`src/verilog/fbc_pkg.sv`:
```
/*
 constants, register layouts and enumerations of the bank 1 command control block.
 assumes a single 50 MHz system clock and a classic wishbone register bus.
*/
// How it works
// - blank check reads two-to-the-field double words
// - shared ram field picks none, fast, basic, eeprom
// - any ram ready clears the shared ram field
// - blank check bit runs a page blank check
// - writing one forces an option byte reload
// - done interrupt enable gates completion interrupt
// - fault interrupt enable gates error interrupt
// - option key sets write enable; software clears
// - lock resets set; key clears; software sets
// - software sets start; cleared as busy drops
// - bits five and four select option commands
// - bit three selects data flash bulk erase
// - bit two selects main flash bulk erase
// - bit one selects page erase at address
// - bit zero selects normal main program
// - bit eight selects fast main program
// - address register supplies the command target address
// - erase counter resets by eeprom configuration validity
// - busy high during operation, low at end
// - done flag set on success, write-one clears
package fbc_pkg;
	localparam logic [7:0] OFS_CTL = 8'h50;
	localparam logic [7:0] OFS_ADDR = 8'h54;
	localparam logic [7:0] OFS_CNT = 8'h58;
	localparam logic [7:0] OFS_STAT = 8'h70;
	localparam logic [3:0] SEL_WORD = 4'hf;

	localparam logic [31:0] CTL_RESET = 32'h0000_0080;
	localparam logic [31:0] ADDR_RESET = 32'h0000_0000;
	localparam logic [31:0] CNT_RESET_VALID = 32'h0000_0000;
	localparam logic [31:0] CNT_RESET_EMPTY = 32'h0fff_ffff;
	localparam logic [3:0] EEP_SIZE_NONE = 4'h0;

	// status register bit positions
	localparam int STAT_BUSY = 0;
	localparam int STAT_FAULT = 2;
	localparam int STAT_DONE = 5;
	localparam int STAT_BLANK = 6;

	localparam logic [7:0] DWORDS_ONE = 8'h01;

	typedef struct packed {
		logic [2:0] blank_check_len_exp;
		logic rsv28;
		logic [1:0] rsv27;
		logic [1:0] shared_ram_cmd;
		logic [6:0] rsv23;
		logic blank_check_cmd;
		logic [1:0] rsv15;
		logic option_reload;
		logic done_irq_enable;
		logic rsv11;
		logic fault_irq_enable;
		logic option_write_enable;
		logic fast_program_cmd;
		logic ctl_lock_bit;
		logic start;
		logic opt0_erase_cmd;
		logic opt0_program_cmd;
		logic dataflash_bulk_erase_cmd;
		logic main_bulk_erase_cmd;
		logic page_erase_cmd;
		logic program_cmd;
	} fbc_ctl_s;

	typedef enum logic [1:0] {
		SRAM_NOP = 2'b00,
		SRAM_FAST = 2'b01,
		SRAM_BASIC = 2'b10,
		SRAM_EEPROM = 2'b11
	} fbc_sram_e;

	typedef enum logic [3:0] {
		CMD_NONE = 4'h0,
		CMD_PROGRAM = 4'h1,
		CMD_FAST_PROGRAM = 4'h2,
		CMD_PAGE_ERASE = 4'h3,
		CMD_MAIN_BULK = 4'h4,
		CMD_DATA_BULK = 4'h5,
		CMD_OPT0_PROGRAM = 4'h6,
		CMD_OPT0_ERASE = 4'h7,
		CMD_BLANK_CHECK = 4'h8
	} fbc_cmd_e;

	typedef enum logic [0:0] {
		SEQ_IDLE = 1'b0,
		SEQ_RUN = 1'b1
	} fbc_seq_e;
endpackage

```
`src/verilog/fbc_ctl.sv`:
```
/*
 bank 1 command control: control, address, erase counter and status registers on a
 classic wishbone slave, with the sequencer that launches flash commands.
 assumes the unlock key checks sit outside and report a correct key as a one-cycle
 pulse on this clock; flash array, shared ram and option byte inputs are on this clock.
*/
// Register access over Wishbone was chosen for this implementation.
module fbc_ctl (
	input wire logic sys_clk,
	input wire logic rstn,
	input wire logic ce,
	input wire logic wb_cyc_i,
	input wire logic wb_stb_i,
	input wire logic wb_we_i,
	input wire logic [7:0] wb_adr_i,
	input wire logic [3:0] wb_sel_i,
	input wire logic [31:0] wb_dat_i,
	output logic [31:0] wb_dat_o,
	output logic wb_ack_o,
	input wire logic bank1_unlock_ok,
	input wire logic option_unlock_ok,
	input wire logic fastprog_ram_ready,
	input wire logic basic_ram_ready,
	input wire logic eeprom_ram_ready,
	input wire logic [3:0] eeprom_size_cfg,
	input wire logic [3:0] eeprom_alloc_cfg,
	input wire logic eeprom_erase_done,
	input wire logic flash_ack,
	input wire logic flash_err,
	input wire logic flash_blank_fail,
	output logic flash_req,
	output logic [3:0] flash_cmd,
	output logic [31:0] flash_addr,
	output logic [7:0] flash_dwords,
	output logic [1:0] shared_ram_cmd,
	output logic option_reload_req,
	output logic option_write_enable,
	output logic ctl_lock_bit,
	output logic busy,
	output logic irq
);
	typedef struct packed {
		fbc_pkg::fbc_ctl_s ctl;
		logic [31:0] addr;
		logic [31:0] cnt;
		logic cnt_loaded;
		logic op_done_flag;
		logic fault_flag;
		logic blank_flag;
		logic ack;
		logic [31:0] rdata;
		logic launch;
		logic busy_q;
		logic reload;
	} fbc_top_s;

	fbc_top_s st;
	fbc_top_s next_st;

	logic [1:0] rst_sync;
	logic rst_n;
	logic seq_busy;
	logic done_p;
	logic fault_p;
	logic blank_p;
	fbc_pkg::fbc_cmd_e seq_cmd;
	fbc_pkg::fbc_cmd_e sel_cmd;
	logic req;
	logic wr;
	logic eep_valid;
	fbc_pkg::fbc_ctl_s wctl;

	// reset enters asynchronously, leaves through two flops
	always_ff @(posedge sys_clk or negedge rstn) begin
		if (!rstn) begin
			rst_sync <= 2'b00;
		end else begin
			rst_sync <= {rst_sync[0], 1'b1};
		end
	end
	assign rst_n = rst_sync[1];

	assign req = wb_cyc_i && wb_stb_i && !st.ack;
	// partial-word writes are dropped, not merged
	assign wr = req && wb_we_i && wb_sel_i == fbc_pkg::SEL_WORD;
	assign wctl = fbc_pkg::fbc_ctl_s'(wb_dat_i);
	assign eep_valid = eeprom_size_cfg != fbc_pkg::EEP_SIZE_NONE
		&& eeprom_alloc_cfg != fbc_pkg::EEP_SIZE_NONE;

	// one command at a time; the highest listed wins if several are set
	always_comb begin
		sel_cmd = fbc_pkg::CMD_NONE;
		if (st.ctl.blank_check_cmd) begin
			sel_cmd = fbc_pkg::CMD_BLANK_CHECK;
		end else if (st.ctl.opt0_erase_cmd) begin
			sel_cmd = fbc_pkg::CMD_OPT0_ERASE;
		end else if (st.ctl.opt0_program_cmd) begin
			sel_cmd = fbc_pkg::CMD_OPT0_PROGRAM;
		end else if (st.ctl.dataflash_bulk_erase_cmd) begin
			sel_cmd = fbc_pkg::CMD_DATA_BULK;
		end else if (st.ctl.main_bulk_erase_cmd) begin
			sel_cmd = fbc_pkg::CMD_MAIN_BULK;
		end else if (st.ctl.page_erase_cmd) begin
			sel_cmd = fbc_pkg::CMD_PAGE_ERASE;
		end else if (st.ctl.fast_program_cmd) begin
			sel_cmd = fbc_pkg::CMD_FAST_PROGRAM;
		end else if (st.ctl.program_cmd) begin
			sel_cmd = fbc_pkg::CMD_PROGRAM;
		end
	end

	always_comb begin
		next_st = st;
		next_st.launch = 1'b0;
		next_st.reload = 1'b0;
		next_st.busy_q = seq_busy;
		next_st.ack = req;

		// hardware clears; a software write in the same cycle overrides the shared ram clear, not the start clear
		if (fastprog_ram_ready || basic_ram_ready || eeprom_ram_ready) begin
			next_st.ctl.shared_ram_cmd = fbc_pkg::SRAM_NOP;
		end
		if (st.busy_q && !seq_busy) begin
			next_st.ctl.start = 1'b0;
		end

		if (req) begin
			unique case (wb_adr_i)
				fbc_pkg::OFS_CTL: next_st.rdata = st.ctl;
				fbc_pkg::OFS_ADDR: next_st.rdata = st.addr;
				fbc_pkg::OFS_CNT: next_st.rdata = st.cnt;
				fbc_pkg::OFS_STAT: begin
					next_st.rdata = 32'h0000_0000;
					next_st.rdata[fbc_pkg::STAT_BUSY] = seq_busy;
					next_st.rdata[fbc_pkg::STAT_FAULT] = st.fault_flag;
					next_st.rdata[fbc_pkg::STAT_DONE] = st.op_done_flag;
					next_st.rdata[fbc_pkg::STAT_BLANK] = st.blank_flag;
				end
				default: next_st.rdata = 32'h0000_0000;
			endcase
		end

		if (wr && wb_adr_i == fbc_pkg::OFS_CTL) begin
			if (st.ctl.ctl_lock_bit) begin
				next_st.ctl.ctl_lock_bit = 1'b1;
			end else begin
				next_st.ctl.blank_check_len_exp = wctl.blank_check_len_exp;
				next_st.ctl.shared_ram_cmd = wctl.shared_ram_cmd;
				next_st.ctl.blank_check_cmd = wctl.blank_check_cmd;
				next_st.ctl.option_reload = wctl.option_reload;
				next_st.reload = wctl.option_reload;
				next_st.ctl.done_irq_enable = wctl.done_irq_enable;
				next_st.ctl.fault_irq_enable = wctl.fault_irq_enable;
				next_st.ctl.option_write_enable = st.ctl.option_write_enable
					& wctl.option_write_enable;
				next_st.ctl.fast_program_cmd = wctl.fast_program_cmd;
				next_st.ctl.ctl_lock_bit = wctl.ctl_lock_bit;
				next_st.ctl.opt0_erase_cmd = wctl.opt0_erase_cmd;
				next_st.ctl.opt0_program_cmd = wctl.opt0_program_cmd;
				next_st.ctl.dataflash_bulk_erase_cmd = wctl.dataflash_bulk_erase_cmd;
				next_st.ctl.main_bulk_erase_cmd = wctl.main_bulk_erase_cmd;
				next_st.ctl.page_erase_cmd = wctl.page_erase_cmd;
				next_st.ctl.program_cmd = wctl.program_cmd;
				// start only rises from software; a second start while busy is ignored
				if (wctl.start && !st.ctl.start && !seq_busy) begin
					next_st.ctl.start = 1'b1;
					next_st.launch = 1'b1;
				end
			end
		end

		if (wr && wb_adr_i == fbc_pkg::OFS_ADDR && !st.ctl.ctl_lock_bit) begin
			next_st.addr = wb_dat_i;
		end

		// correct key clears the lock unless software sets it in the same cycle
		if (bank1_unlock_ok && !(wr && wb_adr_i == fbc_pkg::OFS_CTL && wctl.ctl_lock_bit)) begin
			next_st.ctl.ctl_lock_bit = 1'b0;
		end
		if (option_unlock_ok) begin
			next_st.ctl.option_write_enable = 1'b1;
		end

		// sticky status flags: a new event wins over a write-one clear
		if (wr && wb_adr_i == fbc_pkg::OFS_STAT) begin
			if (wb_dat_i[fbc_pkg::STAT_DONE]) begin
				next_st.op_done_flag = 1'b0;
			end
			if (wb_dat_i[fbc_pkg::STAT_FAULT]) begin
				next_st.fault_flag = 1'b0;
			end
			if (wb_dat_i[fbc_pkg::STAT_BLANK]) begin
				next_st.blank_flag = 1'b0;
			end
		end
		if (done_p) begin
			next_st.op_done_flag = 1'b1;
		end
		if (fault_p) begin
			next_st.fault_flag = 1'b1;
		end
		if (blank_p) begin
			next_st.blank_flag = 1'b1;
		end

		// configuration is caught on the first enabled cycle after reset
		if (!st.cnt_loaded) begin
			next_st.cnt_loaded = 1'b1;
			next_st.cnt = eep_valid ? fbc_pkg::CNT_RESET_VALID
				: fbc_pkg::CNT_RESET_EMPTY;
		end else if (eeprom_erase_done && eep_valid) begin
			next_st.cnt = st.cnt + 32'h0000_0001;
		end

		// reserved fields always read zero
		next_st.ctl.rsv28 = 1'b0;
		next_st.ctl.rsv27 = 2'b00;
		next_st.ctl.rsv23 = 7'h00;
		next_st.ctl.rsv15 = 2'b00;
		next_st.ctl.rsv11 = 1'b0;
	end

	always_ff @(posedge sys_clk or negedge rst_n) begin
		if (!rst_n) begin
			st.ctl <= fbc_pkg::fbc_ctl_s'(fbc_pkg::CTL_RESET);
			st.addr <= fbc_pkg::ADDR_RESET;
			st.cnt <= fbc_pkg::CNT_RESET_VALID;
			st.cnt_loaded <= 1'b0;
			st.op_done_flag <= 1'b0;
			st.fault_flag <= 1'b0;
			st.blank_flag <= 1'b0;
			st.ack <= 1'b0;
			st.rdata <= 32'h0000_0000;
			st.launch <= 1'b0;
			st.busy_q <= 1'b0;
			st.reload <= 1'b0;
		end else if (ce) begin
			st <= next_st;
		end
	end

	fbc_seq u_seq (
		.clk(sys_clk),
		.rst_n(rst_n),
		.ce(ce),
		.launch(st.launch),
		.cmd(sel_cmd),
		.addr(st.addr),
		.blen(st.ctl.blank_check_len_exp),
		.flash_ack(flash_ack),
		.flash_err(flash_err),
		.flash_blank_fail(flash_blank_fail),
		.flash_req(flash_req),
		.flash_cmd(seq_cmd),
		.flash_addr(flash_addr),
		.flash_dwords(flash_dwords),
		.busy(seq_busy),
		.done_p(done_p),
		.fault_p(fault_p),
		.blank_p(blank_p)
	);

	assign flash_cmd = seq_cmd;
	assign busy = seq_busy;
	assign wb_ack_o = st.ack;
	assign wb_dat_o = st.rdata;
	assign shared_ram_cmd = st.ctl.shared_ram_cmd;
	assign option_reload_req = st.reload;
	assign option_write_enable = st.ctl.option_write_enable;
	assign ctl_lock_bit = st.ctl.ctl_lock_bit;
	assign irq = (st.op_done_flag && st.ctl.done_irq_enable)
		|| ((st.fault_flag || st.blank_flag) && st.ctl.fault_irq_enable);
endmodule

```
`src/verilog/fbc_seq.sv`:
```
/*
 operation sequencer: hands one command at a time to the flash array and reports its end.
 assumes the array holds flash_ack high for one cycle, with err and blank result beside it.
*/
module fbc_seq (
	input wire logic clk,
	input wire logic rst_n,
	input wire logic ce,
	input wire logic launch,
	input wire fbc_pkg::fbc_cmd_e cmd,
	input wire logic [31:0] addr,
	input wire logic [2:0] blen,
	input wire logic flash_ack,
	input wire logic flash_err,
	input wire logic flash_blank_fail,
	output logic flash_req,
	output fbc_pkg::fbc_cmd_e flash_cmd,
	output logic [31:0] flash_addr,
	output logic [7:0] flash_dwords,
	output logic busy,
	output logic done_p,
	output logic fault_p,
	output logic blank_p
);
	typedef struct packed {
		fbc_pkg::fbc_seq_e state;
		fbc_pkg::fbc_cmd_e cmd;
		logic [31:0] addr;
		logic [7:0] dwords;
		logic done;
		logic fault;
		logic blank;
	} fbc_seq_s;

	fbc_seq_s st;
	fbc_seq_s next_st;

	always_comb begin
		next_st = st;
		next_st.done = 1'b0;
		next_st.fault = 1'b0;
		next_st.blank = 1'b0;
		unique case (st.state)
			fbc_pkg::SEQ_IDLE: begin
				if (launch) begin
					next_st.state = fbc_pkg::SEQ_RUN;
					next_st.cmd = cmd;
					next_st.addr = addr;
					next_st.dwords = fbc_pkg::DWORDS_ONE << blen;
				end
			end
			fbc_pkg::SEQ_RUN: begin
				// no command selected: busy for one cycle, then a fault
				if (st.cmd == fbc_pkg::CMD_NONE) begin
					next_st.state = fbc_pkg::SEQ_IDLE;
					next_st.fault = 1'b1;
				end else if (flash_ack) begin
					next_st.state = fbc_pkg::SEQ_IDLE;
					next_st.done = ~flash_err;
					next_st.fault = flash_err;
					next_st.blank = flash_blank_fail && st.cmd == fbc_pkg::CMD_BLANK_CHECK;
				end
			end
		endcase
	end

	always_ff @(posedge clk or negedge rst_n) begin
		if (!rst_n) begin
			st <= '{fbc_pkg::SEQ_IDLE, fbc_pkg::CMD_NONE, 32'h0000_0000, 8'h00, 1'b0, 1'b0, 1'b0};
		end else if (ce) begin
			st <= next_st;
		end
	end

	assign busy = st.state == fbc_pkg::SEQ_RUN;
	assign flash_req = busy && st.cmd != fbc_pkg::CMD_NONE;
	assign flash_cmd = st.cmd;
	assign flash_addr = st.addr;
	assign flash_dwords = st.dwords;
	assign done_p = st.done;
	assign fault_p = st.fault;
	assign blank_p = st.blank;
endmodule

```
`config.mk`:
```
export PLATFORM = sky130hd
export DESIGN_NAME = fbc_ctl
export DESIGN_NICKNAME = d
export VERILOG_FILES = /design/src/verilog/fbc_pkg.sv /design/src/verilog/fbc_ctl.sv /design/src/verilog/fbc_seq.sv
export SDC_FILE = /design/constraint.sdc
export NUM_CORES = 1
export LEC_CHECK = 0
export ABC_AREA = 0
export BUFFER_PORTS_ARGS = -buffer_cell sky130_fd_sc_hd__buf_2
export CORE_ASPECT_RATIO = 0.75
export CORE_MARGIN = 3
export CORE_UTILIZATION = 60
export DETAILED_ROUTE_END_ITERATION = 16
export MAX_ROUTING_LAYER = met4
export PLACE_DENSITY = 0.94
export SLEW_MARGIN = 20
export SYNTH_ARGS = -nofsm -noshare
export SYNTH_HDL_FRONTEND = slang
export SYNTH_SLANG_ARGS = --single-unit
export TNS_END_PERCENT = 20
```
`constraint.sdc`:
```
create_clock -name sys_clk -period 9.77 [get_ports sys_clk]
set_input_delay 0.4885 -clock sys_clk [delete_from_list [all_inputs] [get_ports sys_clk]]
set_output_delay 0.4885 -clock sys_clk [all_outputs]
set_load 0.1 [all_outputs]
```
==> metrics.yaml <==
max_clock_freq_ghz: 0.349
finClkSkew_ns: 0.00776
cts_max_path_buffers: 2
outcome: "completed"
grt_pass1_wl_um: 34400
synthArstFlopShare_pct: 100
grt_util_all_layers_pct: 29.7
ys_seq_area_share_pct: 52.0
synth_top_family_by_area: "compound AO/OA/AOI/OAI gates"
worst_setup_path_end_kind: "flop"
start_util_pct: 62.7
drt_wl_total_um: 21800
fin_crit_sh_pct: 29.3
drtIter0Drc: 591
grt_pass1_vias: 6464
syn_area_per_cell_um2: 10.6
drive_above_1_share_pct: 31.1
worstMarginPinSlew_ns: 1.02
grt_max_degree: 77
yosysUniqueCellTypes: 63
grtUsageMet1_pct: 41.1
finalHoldViolCount: 0
gp_congestion: 0.977
synth_area_um2: 8330
power_leakage_nw: 4.72
hpwl_um: 14600
maxCapViolCount: 0
cp_cell_sequence: "buf_2 -> nand4b_1 -> buf_4 -> or3_1 -> or4b_4 -> mux2_4"
nets: 955
num_io_pins: 152
place.port_buffers: 151
holdWs_ns: 0.284
wl_per_cell_um: 20.3
maxSlewHeadroom_pct: 32.0
setup_viol: 0
min_period_ns: 2.87
path_class: "in -> reg"
post_cts.repair.setup_buffers: 0
clk_pin_slew_ns: 0.07
fin_cells: 1072
cts_tree: "yes"
irDropWorstVdd_mv: 0.136
synth_xor_area_share_pct: 0.105
crit_slowest_cell: "or4b_4"
cp_max_fo: 36
gr-usage-met2_pct: 43.9
clk_latency_ns: 0.43
synth_seq_cells: 173
die_height_um: 108
final.setup.tns_ns: 0
synthAdderAreaFrac_pct: 0.270
synthMuxAreaShare_pct: 13.8
synth_compound_area_share_pct: 14.6
vias: 6690
cts_sinks: 173
busiest_layer: "met2"
layout_commonest_cell: "dfrtp_1"
cts_root_buf: "clkbuf_16"
drc_errors: 0
rsz0062_at_grt: "false"
synth_flop_cell: "dfrtp_1"
via_per_inst: 6.24
dr.pass1.iters: 5
synth_edf_count: 0
fp.dieW_um: 142
crit_buf_inv: 2
cp_top_family: "simple AND/OR/NAND/NOR gates"
power_density_nw_per_um2: 165
worst_ep_required_time_ns: 10.08
core_area_um2: 13300
hold_path.class: "in -> reg"
die_area_um2: 15300
numCtsBuffers: 17
synth.net_count: 854
synth_simple_gate_area_share_pct: 12.5
final_antenna_net_count: 0
final_core_util_pct: 71.6
slew_viol_final: 0
synth_cells: 786
antenna_found_initial: 1
slowest_delay_ns: 0.84
dp_cells: 1038
ctsHtreeMaxLevel: 4
rows: 36
layout_common_cells: "dfrtp_1, buf_2, nand2_1, o21ai_0, mux2_2"
critPathLaunchType: "primary input"
arrival_ns: 3.18
grt.overflow.total: 0
area_growth_pct: 14.3
yosysWarnings: 0
met3_usage_pct: 8.22
power_w: 0.00157
post_cts_resized: 0
==> path summary, 6_finish.rpt <==
check                            start  slack (ns)                   to  depth (start not counted)
max                                 ce        6.90               st[97]                          6
min                        wb_dat_i[8]        0.28              st[112]                          3
max reg2reg                   wb_ack_o        6.99               st[97]                          5
min reg2reg                rst_sync[1]        0.33  u_seq.flash_addr[5]                          0
max in group asynchronous  rst_sync[1]        7.47          wb_dat_o[1]                          2
min in group asynchronous  rst_sync[1]        0.33  u_seq.flash_addr[5]                          0
==> report_power, final <==
group          switching [W]  internal, W  total (W)
clock               0.000301     0.000381   0.000682
combinational      0.0000780    0.0000399   0.000118
sequential         0.0000340     0.000738   0.000772
==> through the flow <==
| step | setup WS (ns) | area [um^2] |
|---|---|---|
| 3_5_place_dp | 6.51 | 8920 |
| 4_1_cts | 6.95 | 9510 |
| 2_1_floorplan | 4.59 | 8330 |
| 6_report | 6.90 | 9520 |
| 5_1_grt | 6.82 | 9520 |
| 3_3_place_gp | 6.61 | 8920 |
==> cells by family (layout without fill, tap and decap cells) <==
logic type,count (synthesis),count (layout)
flip-flops,173,173
multiplexers,94,94
AO/OA/AOI/OAI,197,197
AND/OR/NAND/NOR,211,211
buffers and inverters,107,221
other,1,2
adder cells (fa/ha/maj),2,2
XOR/XNOR,1,1
==> layer usage <==
layer | vias up | part of all wire [%]
li1 | 3001 | -
met1 | 3312 | 44
met2 | 351 | 46
met3 | 26 | 9.7
met4 | 0 | 1.1
met5 | - | 0
==> cell type report <==
cell class                 instances  area (um^2)
sequential                       173         4330
fill                             948         3770
multi-input combinational        506         3440
timing repair buffer             161          833
clock buffer                      17          425
tap                              171          214
clock inverter                    15          163
inverter                          28          105
antenna                            1         2.50
==> sequential cells by signal, indices dropped and copies added, names as in the netlist, 2 cells and up <==
name,count
rst_sync,2
shared_ram_cmd,2
st,85
u_seq.flash_addr,32
u_seq.flash_cmd,4
u_seq.flash_dwords,8
wb_dat_o,32
==> worst reg2reg max path, delay by kind of cell (launching register included) <==
family        cells  cell delay [ns]
mux               1             0.43
buf+inv           1             0.29
simple gates      3             1.55
flops             1             0.40
==> synthesized netlist by cell type (all sizes together), types with 4 or more instances <==
cell,n,area (um^2)
nor4,12,90.1
nand4,15,93.8
nand2,96,360
a22o,9,78.8
nor2b,4,25.0
mux2,76,968
inv,27,101
nor3,9,45.0
mux2i,18,180
nand3,12,60.1
a21oi,36,180
o22ai,10,62.6
dfrtp,172,4300
and3,7,43.8
a22oi,20,150
buf,43,323
o21ai,78,390
clkbuf,36,135
o31ai,11,82.6
nor2,30,113
a31oi,8,50.1
==> what timing repair did <==
item                                   in CTS  in global routing
hold buffers                                1                  0
endpoints found under the hold margin       2                  0
setup endpoints to repair                   0                  0
Power figures use the tool's default switching activity.
